<file path="src/usb_ps2_regs_pkg.sv">
// Constants, field positions and carrier types of the USB/PS2 register bank
`default_nettype none
package usb_ps2_regs_pkg;

   // Register indices; byte address is four times the index
   localparam logic [5:0] IDX_USB_PS2_CTRL_STATUS = 6'h1a;
   localparam logic [5:0] IDX_ENDPOINT_IRQ_STATUS = 6'h1b;
   localparam logic [5:0] IDX_CLOCK_CONTROL = 6'h1c;
   localparam logic [5:0] IDX_EVENT_STATUS = 6'h20;
   localparam logic [5:0] IDX_EVENT_MASK = 6'h21;

   // Control/status register field positions
   localparam int BIT_BUS_IDLE_FLAG = 0;
   localparam int BIT_REMOTE_WAKEUP_CMD = 1;
   localparam int BIT_BUS_RESET_FLAG = 2;
   localparam int BIT_RESUME_FLAG = 3;
   localparam int BIT_PS2_DATA_IN = 4;
   localparam int BIT_PS2_CLOCK_IN = 5;
   localparam int BIT_PS2_DATA_OUT = 6;
   localparam int BIT_PS2_CLOCK_OUT = 7;

   // Endpoint/mode register field positions
   localparam int BIT_PS2_SELECT = 4;
   localparam int BIT_USB_SELECT = 5;
   localparam int BIT_CONVERTER_REF_INTERNAL = 6;
   localparam int BIT_FIFO_WRITE_DIR = 7;

   // Clock control register field positions
   localparam int BIT_USB_CLOCK_GATE = 3;
   localparam int BIT_DEEP_IDLE_POWER_SAVE = 4;

   // Event status / mask field positions
   localparam int EV_IDLE_CHANGE = 0;
   localparam int EV_BUS_RESET = 1;
   localparam int EV_RESUME = 2;
   localparam int EV_ENDPOINT = 3;
   localparam int EV_COUNT = 4;

   // Reset values
   localparam logic [7:0] RST_CTRL_WRITE = 8'hc0;
   localparam logic [7:0] RST_ENDPOINT = 8'h40;
   localparam logic [7:0] RST_CLOCK_CONTROL = 8'h00;
   localparam logic [3:0] RST_EVENT_MASK = 4'h0;

   // Timing: resume flag visibility
   localparam int CLK_MHZ = 200;
   localparam int RESUME_HOLD_MS = 20;
   localparam int RESUME_HOLD_CYCLES = RESUME_HOLD_MS * 1000 * CLK_MHZ;
   localparam int RESUME_CNT_W = 23;

   // Status coming from the serial interface engine
   typedef struct packed {
      logic [3:0] endpoint_hit;
      logic usb_reset;
      logic bus_idle;
   } sie_status_t;

   // Drive of the shared D+/CLK and D-/DATA pins
   typedef struct packed {
      logic clock_out;
      logic clock_oe_n;
      logic data_out;
      logic data_oe_n;
   } pin_drive_t;

endpackage
`default_nettype wire

</file>
<file path="src/usb_ps2_status_control_regs.sv">
// USB/PS2 status and control register bank with Avalon-MM slave
//
// Added by the designer: the Avalon-MM interface to the registers.
`default_nettype none
module usb_ps2_status_control_regs
   import usb_ps2_regs_pkg::*;
#(
   parameter int RESUME_HOLD = RESUME_HOLD_CYCLES
) (
   input wire logic core_clk, // 200 MHz system clock
   input wire logic resetn, // Asynchronous reset, active low
   input wire logic [7:0] avs_address, // Byte address
   input wire logic avs_read, // Read request
   input wire logic avs_write, // Write request
   input wire logic [31:0] avs_writedata, // Write data
   input wire logic [3:0] avs_byteenable, // Byte lanes
   output logic [31:0] avs_readdata, // Read data
   output logic avs_waitrequest, // Stall until answer
   input wire sie_status_t sie_status, // Engine status, same clock
   input wire logic usb_int_enable, // Processor USB interrupt enable
   input wire logic stack_full, // Processor call stack full
   input wire logic data_pin_in, // D-/DATA pin level, async
   input wire logic clock_pin_in, // D+/CLK pin level, async
   output pin_drive_t pin_drive, // Pin drive, enables active low
   output logic remote_wakeup_cmd, // Wakeup command to engine
   output logic ps2_select, // PS2 operation selected
   output logic usb_select, // USB operation selected
   output logic converter_ref_internal, // Converter on internal rails
   output logic fifo_write_dir, // Emulator FIFO direction
   output logic usb_clock_gate, // USB clock enable
   output logic deep_idle_power_save, // Deep suspend power save
   output logic usb_irq // Level interrupt
);

   // Address decode shared by read mux and write strobes
   function automatic logic reg_hit(input logic [7:0] addr,
                                    input logic [5:0] idx);
      reg_hit = (addr[7:2] == idx) && (addr[1:0] == 2'b00);
   endfunction

   // Bus handshake state and the latched read answer
   logic wait_reg;
   logic [31:0] rdata_reg;
   // Two flip-flops per shared pin
   logic [1:0] pin_meta_reg;
   logic [1:0] pin_sync_reg;
   // Engine history for edge detection and the flags built from it
   logic idle_prev_reg;
   logic reset_prev_reg;
   logic bus_reset_flag_reg;
   // Resume visibility timer
   logic resume_flag_reg;
   logic [RESUME_CNT_W-1:0] resume_cnt_reg;
   // Software-written register images
   logic [7:0] ctrl_wr_reg;
   logic [7:0] endpoint_reg;
   logic [7:0] clock_ctrl_reg;
   // Sticky events, their mask and the interrupt level
   logic [EV_COUNT-1:0] event_status_reg;
   logic [EV_COUNT-1:0] event_mask_reg;
   logic irq_reg;
   // Registered pin drive
   pin_drive_t pin_drive_reg;

   // Accepted access strobes; a write needs byte lane 0 set
   wire logic req = avs_read | avs_write;
   wire logic accept = req & ~wait_reg;
   wire logic lane0 = avs_byteenable[0];
   wire logic wr_ctrl = accept & avs_write & lane0 &
                        reg_hit(avs_address, IDX_USB_PS2_CTRL_STATUS);
   wire logic wr_endp = accept & avs_write & lane0 &
                        reg_hit(avs_address, IDX_ENDPOINT_IRQ_STATUS);
   wire logic wr_clk = accept & avs_write & lane0 &
                       reg_hit(avs_address, IDX_CLOCK_CONTROL);
   wire logic wr_mask = accept & avs_write & lane0 &
                        reg_hit(avs_address, IDX_EVENT_MASK);
   wire logic rd_event = accept & avs_read &
                         reg_hit(avs_address, IDX_EVENT_STATUS);

   // Two-stage synchronisers for the shared pins
   // They reset to the pull-up level, so no false pin edge follows reset
   wire logic [1:0] pin_raw = {clock_pin_in, data_pin_in};
   genvar g;
   generate
      for (g = 0; g < 2; g++) begin : g_sync
         always_ff @(posedge core_clk or negedge resetn) begin
            if (!resetn) begin
               pin_meta_reg[g] <= 1'b1;
               pin_sync_reg[g] <= 1'b1;
            end else begin
               pin_meta_reg[g] <= pin_raw[g];
               pin_sync_reg[g] <= pin_meta_reg[g];
            end
         end
      end
   endgenerate

   // Engine event detection
   // Engine inputs share this clock and need no synchroniser
   wire logic idle_now = sie_status.bus_idle;
   wire logic idle_change = idle_now ^ idle_prev_reg;
   wire logic idle_leave = idle_prev_reg & ~idle_now;
   wire logic reset_rise = sie_status.usb_reset & ~reset_prev_reg;
   wire logic [3:0] ep_hit = sie_status.endpoint_hit;
   wire logic ep_event = (|ep_hit) & usb_int_enable & ~stack_full;

   // Resume flag: set on leaving suspend, held for the visibility time
   // A fresh exit restarts the timer; re-entering suspend cuts it short
   wire logic resume_done = resume_flag_reg &&
      (resume_cnt_reg == RESUME_CNT_W'(RESUME_HOLD - 1));
   wire logic resume_next = idle_leave | (resume_flag_reg & ~resume_done
                            & ~idle_now);
   wire logic [RESUME_CNT_W-1:0] resume_cnt_next =
      (idle_leave | ~resume_flag_reg) ? '0 : resume_cnt_reg + 1'b1;

   // Control bits software may write in the control/status register
   // Command and pin-drive bits are write-only and read back as zero
   wire logic [7:0] ctrl_wr_mask = (8'h01 << BIT_REMOTE_WAKEUP_CMD) |
                                   (8'h01 << BIT_PS2_DATA_OUT) |
                                   (8'h01 << BIT_PS2_CLOCK_OUT);
   wire logic [7:0] ctrl_wr_next = wr_ctrl ?
      (avs_writedata[7:0] & ctrl_wr_mask) : ctrl_wr_reg;

   // Endpoint flags: firmware writes, engine hits win over a clear
   // A hit in the cycle of a clear is kept, so no access is lost
   wire logic [7:0] endpoint_wr = wr_endp ? avs_writedata[7:0]
                                          : endpoint_reg;
   wire logic [7:0] endpoint_next = {endpoint_wr[7:4],
                                     endpoint_wr[3:0] | ep_hit};

   // Only the clock gate and deep save bits are stored
   wire logic [7:0] clock_ctrl_next = wr_clk ?
      (avs_writedata[7:0] & 8'h18) : clock_ctrl_reg;

   // Sticky events: a read clears only what it reported, sets win
   // An event arriving during the clearing read stays pending
   logic [EV_COUNT-1:0] event_set;
   assign event_set[EV_IDLE_CHANGE] = idle_change;
   assign event_set[EV_BUS_RESET] = reset_rise;
   assign event_set[EV_RESUME] = idle_leave;
   assign event_set[EV_ENDPOINT] = ep_event;
   wire logic [EV_COUNT-1:0] event_clr = rd_event ?
      rdata_reg[EV_COUNT-1:0] : '0;
   wire logic [EV_COUNT-1:0] event_status_next =
      (event_status_reg & ~event_clr) | event_set;
   wire logic [EV_COUNT-1:0] event_mask_next = wr_mask ?
      avs_writedata[EV_COUNT-1:0] : event_mask_reg;

   // Live status view of the control/status register
   // The suspend bit shows the registered copy used for edge detection
   logic [7:0] ctrl_view;
   assign ctrl_view[BIT_BUS_IDLE_FLAG] = idle_prev_reg;
   assign ctrl_view[BIT_REMOTE_WAKEUP_CMD] = 1'b0;
   assign ctrl_view[BIT_BUS_RESET_FLAG] = bus_reset_flag_reg;
   assign ctrl_view[BIT_RESUME_FLAG] = resume_flag_reg;
   assign ctrl_view[BIT_PS2_DATA_IN] = pin_sync_reg[0];
   assign ctrl_view[BIT_PS2_CLOCK_IN] = pin_sync_reg[1];
   assign ctrl_view[BIT_PS2_DATA_OUT] = 1'b0;
   assign ctrl_view[BIT_PS2_CLOCK_OUT] = 1'b0;

   // Read multiplexer; unmapped addresses read zero
   // The decode has no side effects; clearing happens on acceptance
   wire logic [7:0] endpoint_view = endpoint_reg &
      ~(8'h01 << BIT_FIFO_WRITE_DIR);
   logic [31:0] rdata_next;
   always_comb begin
      rdata_next = 32'h0000_0000;
      if (reg_hit(avs_address, IDX_USB_PS2_CTRL_STATUS)) begin
         rdata_next[7:0] = ctrl_view;
      end else if (reg_hit(avs_address, IDX_ENDPOINT_IRQ_STATUS)) begin
         rdata_next[7:0] = endpoint_view;
      end else if (reg_hit(avs_address, IDX_CLOCK_CONTROL)) begin
         rdata_next[7:0] = clock_ctrl_reg;
      end else if (reg_hit(avs_address, IDX_EVENT_STATUS)) begin
         rdata_next[EV_COUNT-1:0] = event_status_reg;
      end else if (reg_hit(avs_address, IDX_EVENT_MASK)) begin
         rdata_next[EV_COUNT-1:0] = event_mask_reg;
      end
   end

   // PS2 mode drives pins open-drain: low when the drive bit is zero
   // The pull-up gives the high level; outside PS2 mode both are released
   pin_drive_t pin_drive_next;
   always_comb begin
      pin_drive_next.data_out = 1'b0;
      pin_drive_next.clock_out = 1'b0;
      pin_drive_next.data_oe_n = ~(endpoint_reg[BIT_PS2_SELECT] &
                                   ~ctrl_wr_reg[BIT_PS2_DATA_OUT]);
      pin_drive_next.clock_oe_n = ~(endpoint_reg[BIT_PS2_SELECT] &
                                    ~ctrl_wr_reg[BIT_PS2_CLOCK_OUT]);
   end

   // Bus handshake: one wait cycle, then the answer for one cycle
   // Read data is latched in the wait cycle and held until the next access
   // Back-to-back requests are answered every second cycle
   always_ff @(posedge core_clk or negedge resetn) begin
      if (!resetn) begin
         wait_reg <= 1'b1;
         rdata_reg <= 32'h0000_0000;
      end else begin
         wait_reg <= ~(req & wait_reg);
         if (req & wait_reg) begin
            rdata_reg <= avs_read ? rdata_next : 32'h0000_0000;
         end
      end
   end

   // Engine state tracking and resume timer
   // The bus reset flag follows the engine level one cycle late
   always_ff @(posedge core_clk or negedge resetn) begin
      if (!resetn) begin
         idle_prev_reg <= 1'b0;
         reset_prev_reg <= 1'b0;
         bus_reset_flag_reg <= 1'b0;
         resume_flag_reg <= 1'b0;
         resume_cnt_reg <= '0;
      end else begin
         idle_prev_reg <= idle_now;
         reset_prev_reg <= sie_status.usb_reset;
         bus_reset_flag_reg <= sie_status.usb_reset;
         resume_flag_reg <= resume_next;
         resume_cnt_reg <= resume_cnt_next;
      end
   end

   // Software-visible control registers
   // Pin-drive bits reset high so the shared pins start released
   always_ff @(posedge core_clk or negedge resetn) begin
      if (!resetn) begin
         ctrl_wr_reg <= RST_CTRL_WRITE;
         endpoint_reg <= RST_ENDPOINT;
         clock_ctrl_reg <= RST_CLOCK_CONTROL;
         event_mask_reg <= RST_EVENT_MASK;
      end else begin
         ctrl_wr_reg <= ctrl_wr_next;
         endpoint_reg <= endpoint_next;
         clock_ctrl_reg <= clock_ctrl_next;
         event_mask_reg <= event_mask_next;
      end
   end

   // Sticky events and the interrupt level
   // The level is taken from the next state to save a cycle
   always_ff @(posedge core_clk or negedge resetn) begin
      if (!resetn) begin
         event_status_reg <= '0;
         irq_reg <= 1'b0;
      end else begin
         event_status_reg <= event_status_next;
         irq_reg <= |(event_status_next & event_mask_next);
      end
   end

   // Registered outputs for pins and mode lines
   // Mode lines follow their register bits one cycle later
   always_ff @(posedge core_clk or negedge resetn) begin
      if (!resetn) begin
         pin_drive_reg <= '{1'b0, 1'b1, 1'b0, 1'b1};
         remote_wakeup_cmd <= 1'b0;
         ps2_select <= 1'b0;
         usb_select <= 1'b0;
         converter_ref_internal <= 1'b1;
         fifo_write_dir <= 1'b0;
         usb_clock_gate <= 1'b0;
         deep_idle_power_save <= 1'b0;
      end else begin
         pin_drive_reg <= pin_drive_next;
         remote_wakeup_cmd <= ctrl_wr_reg[BIT_REMOTE_WAKEUP_CMD];
         ps2_select <= endpoint_reg[BIT_PS2_SELECT];
         usb_select <= endpoint_reg[BIT_USB_SELECT];
         converter_ref_internal <=
            endpoint_reg[BIT_CONVERTER_REF_INTERNAL];
         fifo_write_dir <= endpoint_reg[BIT_FIFO_WRITE_DIR];
         usb_clock_gate <= clock_ctrl_reg[BIT_USB_CLOCK_GATE];
         deep_idle_power_save <=
            clock_ctrl_reg[BIT_DEEP_IDLE_POWER_SAVE];
      end
   end

   // Ports driven straight from their flip-flops
   assign avs_waitrequest = wait_reg;
   assign avs_readdata = rdata_reg;
   assign pin_drive = pin_drive_reg;
   assign usb_irq = irq_reg;

endmodule
`default_nettype wire

</file>
<file path="config.mk">
export PLATFORM = sky130hd
export DESIGN_NAME = usb_ps2_status_control_regs
export DESIGN_NICKNAME = d
export VERILOG_FILES = /design/src/usb_ps2_regs_pkg.sv /design/src/usb_ps2_status_control_regs.sv
export SDC_FILE = /design/constraint.sdc
export NUM_CORES = 1
export LEC_CHECK = 0
export BUFFER_PORTS_ARGS = -buffer_cell sky130_fd_sc_hd__buf_4
export CORE_ASPECT_RATIO = 0.9
export CORE_MARGIN = 1
export CORE_UTILIZATION = 49
export CTS_CLUSTER_DIAMETER = 40
export DETAILED_ROUTE_END_ITERATION = 6
export GPL_ROUTABILITY_DRIVEN = 0
export GPL_TIMING_DRIVEN = 1
export PLACE_DENSITY = 0.77
export SLEW_MARGIN = 5
export SYNTH_ARGS = -nofsm -noshare
export SYNTH_HDL_FRONTEND = slang
export SYNTH_SLANG_ARGS = --single-unit
</file>
<file path="constraint.sdc">
create_clock -name core_clk -period 2.7 [get_ports core_clk]
set_clock_uncertainty 0.1 [all_clocks]
set_input_delay 0 -clock core_clk [delete_from_list [all_inputs] [get_ports core_clk]]
set_output_delay 0 -clock core_clk [all_outputs]
set_load 0.02 [all_outputs]
</file>
* Yosys cells after proc, flatten, opt, wreduce, memory -nomap -nowiden
Cells that the tools add are included.
** Word-level totals
- Register bits after elaboration :: 94
- Output and inout bits :: 45
- Word-level logic and storage cells :: 91
** Cells by class
- Add/subtract/negate cells :: 1
- Eq/ne operators :: 6
- Multiplexer cells :: 11
- Bitwise gates (word level) :: 38
- Reductions and logical operators :: 9
** Operators by type and width (number)
- two-way mux 4 bit :: 6
- adder 23 x 1 -> 23 bit, second input constant :: 1
- == test 23 x 22 -> 1 bit, second input constant :: 1
- two-way mux 23 bit :: 1
- AND 1 bit :: 18
- == test 6 x 5 -> 1 bit, second input constant :: 3
- two-way mux 8 bit :: 2
- == test 6 bit, second input constant :: 2
- NOT 1 bit :: 11
- AND 4 bit :: 2
- bitwise OR 4 bit :: 2
- OR reduction 4 bit :: 2
- two-way mux 7 bit :: 1
- logical AND 1 bit :: 6
- NOT 4 bit :: 1
- bitwise OR 1 bit :: 3
- zero test 2 bit :: 1
- two-way mux 1 bit :: 1
- XOR 1 bit :: 1

* Depth between registers and ports, before layout
- Depth in word-level cells :: 10
- Gate-level depth with buffers :: 6
- Gate-level depth less buffers :: 6

* Least setup slack after synthesis
Ideal clock, no wire load.
- Path kind :: flip-flop to flip-flop
- Start :: reg resume_cnt_reg[0]
- End :: reg resume_cnt_reg[20]
- Library setup time :: 78 ps
- Arrival :: 1750 ps
- Required time :: 2522 ps
- Setup slack :: 771 ps
- Stages on the path, launching flop included :: 7
- Path buffers :: 1
- Period minus slack after synthesis :: 1929 ps
- Cell sequence :: dfrtp_1 > ha_1 > inv_1 > or3_1 > buf_2 > or4_1 > a21oi_1
** Between the ends
- Cells in the longest elaborated chain, start to end :: 2
** Ends and longest elaborated chain
- start: declaration :: RTL line usb_ps2_status_control_regs.sv:53 : logic [RESUME_CNT_W-1:0] resume_cnt_reg;
- start signal: assignment :: RTL line usb_ps2_status_control_regs.sv:222 : resume_cnt_reg <= resume_cnt_next;
- adder 23 x 1 -> 23 bit :: RTL line usb_ps2_status_control_regs.sv:114 : (idle_leave | ~resume_flag_reg) ? '0 : resume_cnt_reg + 1'b1;
- two-way mux 23 bit :: RTL line usb_ps2_status_control_regs.sv:114
- via resume_cnt_next[20] :: RTL line usb_ps2_status_control_regs.sv:113 : wire logic [RESUME_CNT_W-1:0] resume_cnt_next =
The timed path passes the listed nets, and every way through them passes these cells.
A chain may end at the register's enable or synchronous reset.

* Final worst setup path
- Start :: in avs_address[5]
- End :: reg endpoint_reg[3]
** Between the ends
- Cells in the longest elaborated chain, start to end :: 5
** Ends and longest elaborated chain
- start: declaration :: RTL line usb_ps2_status_control_regs.sv:12 : input wire logic [7:0] avs_address,
- == test 6 x 5 -> 1 bit :: RTL line usb_ps2_status_control_regs.sv:38 : reg_hit = (addr[7:2] == idx) && (addr[1:0] == 2'b00);
- logical AND 1 bit :: RTL line usb_ps2_status_control_regs.sv:38
- AND 1 bit :: RTL line usb_ps2_status_control_regs.sv:71 : wire logic wr_endp = accept & avs_write & lane0 &
- two-way mux 4 bit :: RTL line usb_ps2_status_control_regs.sv:126 : wire logic [7:0] endpoint_wr = wr_endp ? avs_writedata[7:0]
- bitwise OR 4 bit :: RTL line usb_ps2_status_control_regs.sv:129 : endpoint_wr[3:0] | ep_hit};
- via endpoint_next[3] :: RTL line usb_ps2_status_control_regs.sv:128 : wire logic [7:0] endpoint_next = {endpoint_wr[7:4],
- end signal: assignment :: RTL line usb_ps2_status_control_regs.sv:236 : endpoint_reg <= endpoint_next;
- end: declaration :: RTL line usb_ps2_status_control_regs.sv:56 : logic [7:0] endpoint_reg;
The timed path passes the listed nets, and every way through them passes these cells.

==> flow_metrics.tcl <==
set metrics [dict create \
    status "complete, but fails checks" \
    violations "hold timing" \
    dp_cells 450 \
    area_growth_pct 25.0 \
    final_max_slew_viol_count 0 \
    fin_hold_ws_ns -0.0307 \
    num_vias 2792 \
    die_h_um 81.3 \
    grt_pass1_vias 2568 \
    coreArea_um2 6660 \
    timing.critical_path.mode_cell "dlygate4sd3_1" \
    grt_setup_unrepaired "no" \
    worstHoldPathType "in -> reg" \
    antenna_cells 0 \
    powerDensity_nw_per_um2 501 \
    crit_fanout 12 \
    maxCapViolations 0 \
    finalSetupTns_ns 0 \
    cp.required_ns 2.82 \
    cts_setup_buffers 0 \
    worstSetupStartpointType "input port" \
    root_buffer "clkbuf_8" \
    finalNetCount 462 \
    finalHoldViolCount 1 \
    cp-startpoint "avs_address[5]" \
    fp.dieW_um 90.1 \
    yosysMostFrequentCell "dfrtp_1" \
    syn_avg_cell_area_um2 10.7 \
    dp_hpwl_um 5280 \
    p_total_mw 2.15 \
    cts_tree "built" \
    num_rows 28 \
    worstHoldStart "avs_address[4]" \
    synth-main-ff-cell "dfrtp_1" \
    netlist_top_cells_area "dfrtp_1 (42%), dfstp_2 (8.4%), buf_4 (5.9%)" \
    numCtsBuffers 9 \
    ir_drop_v 0.000397 \
    clk_pin_slew_ns 0.07 \
    crit_path_end_kind "register" \
    leakagePower_nw 1.91 \
    layout-drive-gt1-share_pct 22.1 \
    synth_top_area_share_pct 42.4 \
    clockBufferDepth 2 \
    ys_top_cells_by_count "dfrtp_1 (58), buf_4 (27), nand2_1 (19)" \
    final_area_um2 4280 \
    finalSetupViolCount 0 \
    drtPass1Iterations 6 \
    synth_edf_count 0 \
    drc 0 \
    routed_wl_um 8000 \
    cpMaxStageDelayCell "dlygate4sd3_1" \
    die-area_um2 7330 \
    cp_cell_sequence "dlygate4sd3_1, buf_4, nor4b_4, nand4_1, a211o_1, dlygate4sd3_1" \
    cts_max_level 3 \
    final_util_pct 64.3 \
    synthArstFlopShare_pct 100 \
    drt_iter0_markers 248 \
    min_period_ns 2.48 \
    synth_seq_cells 69 \
    yosys_warnings 0 \
    final_cells 497 \
    fin_crit_sh_pct 92.0 \
    synthesis.area_um2 3420 \
    postSynthCellCount 321 \
    cp_slowest_stage_delay_ns 0.56 \
    fmaxAchievable_ghz 0.403 \
    ant_nets 0 \
    critPathBufInv 3 \
    maxSlewHeadroom_pct 41.0 \
    dpl_cell_area_um2 3760 \
    grt-ovfl-total 0 \
    antenna_found_initial 0 \
    largest_reg_flops 23 \
    clkSinkCount 69 \
    r2r-start "avs_waitrequest" \
    grt_pass1_wl_um 12800 \
    insertion_delay_ns 0.35 \
    portBuffers 48 \
    yosysUniqueCellTypes 57 \
    ys_seq_area_share_pct 50.8 \
    io_pins 103 \
    vias_per_cell 5.62 \
    tightest_slew_ns 0.873 \
    critPathArrivalTime_ns 2.61 \
    grt_use_total_pct 22.9 \
    grt_max_degree 70 \
    start_util_pct 51.4 \
    yosys.area.top_type "dfrtp_1" \
    cpLargestDelayFamily "buffers and inverters" \
    critPathKind "in -> reg" \
    fillers 537 \
    wl_per_cell_um 16.1 \
]
-- layer usage --
metal / share of wire (%) / GRT usage [%] / vias up
met5: 0 / 0 / -
met4: 1.8 / 9.19 / 0
met3: 6.3 / 6.09 / 13
met2: 48 / 37.5 / 114
met1: 44 / 29.3 / 1375
li1: - / - / 1290
-- worst paths after layout --
path / depth (start not counted) / end / slack (ns)
min in group asynchronous: 2 / fifo_write_dir / 0.21
max reg2reg: 5 / endpoint_reg[3] / 0.29
min reg2reg: 0 / ctrl_view[4] / 0.26
max: 6 / endpoint_reg[3] / 0.22
max in group asynchronous: 2 / avs_readdata[0] / 1.72
min: 4 / event_mask_reg[2] / -0.03
-- logic make-up (layout without fill, tap and decap cells) --
group	Yosys count	in the layout	synth area share (%)
and+or+nand+nor	117	117	20.5
DFF	69	69	50.8
AOI/OAI and AO/OA	57	57	12.0
buffers and inverters	50	110	8.48
muxes	18	18	5.56
xor gates and xnor gates	7	7	1.79
adders and majority gates	2	2	0.731
other	1	27	0.110
-- placed cells by master (no fill, tap or decap), drive strengths merged, types with 4 or more instances in the layout --
master,n
dfrtp,58
mux2i,10
o31ai,11
buf,48
conb,27
a21oi,13
xnor2,5
o21ai,4
or3,4
mux2,8
nand2b,6
and2,5
nand4,10
nand3,14
nor4,10
clkbuf,12
or4,7
dfstp,11
inv,15
nor3b,4
nor2b,5
a211o,4
nor2,15
dlygate4sd3,31
nand2,19
-- cell type report --
type / instances / area, um^2 / share of cell area (%)
Clock buffer: 12 / 155 / 3.63
Clock inverter: 4 / 47.5 / 1.11
Inverter: 15 / 56.3 / 1.32
Multi-Input combinational cell: 228 / 1500 / 35.0
Sequential cell: 69 / 1740 / 40.7
Tap cell: 90 / 113 / 2.63
Timing Repair Buffer: 79 / 671 / 15.7
-- timing repair --
item / in CTS / in global routing
hold buffers: 28 / 3
hold endpoints to repair: 87 / 1
gates resized for setup: 0 / 1
setup endpoints to repair: 0 / 1
-- through the flow --
stage	hold slack, ns	setup slack (ns)
global placement	0.00932	0.628
floorplan	-0.396	0.771
detailed placement	0.00989	0.615
finish	-0.0307	0.216
CTS	0.000876	0.155
global route	0.0157	0.0281
-- worst register-to-register path, delay by kind of cell (launching register included) --
| kind | cells | cell delay, ns |
|---|---|---|
| and+or+nand+nor | 3 | 0.76 |
| DFF | 1 | 0.58 |
| buffers and inverters | 1 | 0.56 |
| AOI/OAI and AO/OA | 1 | 0.29 |
-- power breakdown --
part / leakage, nW / internal (mW) / switching [mW]
Combinational: 0.938 / 0.0849 / 0.136
Clock: 0.102 / 0.474 / 0.383
Sequential: 0.865 / 1.05 / 0.0129
Total: 1.91 / 1.61 / 0.532
No activity file was read; power rests on OpenSTA's default activity.
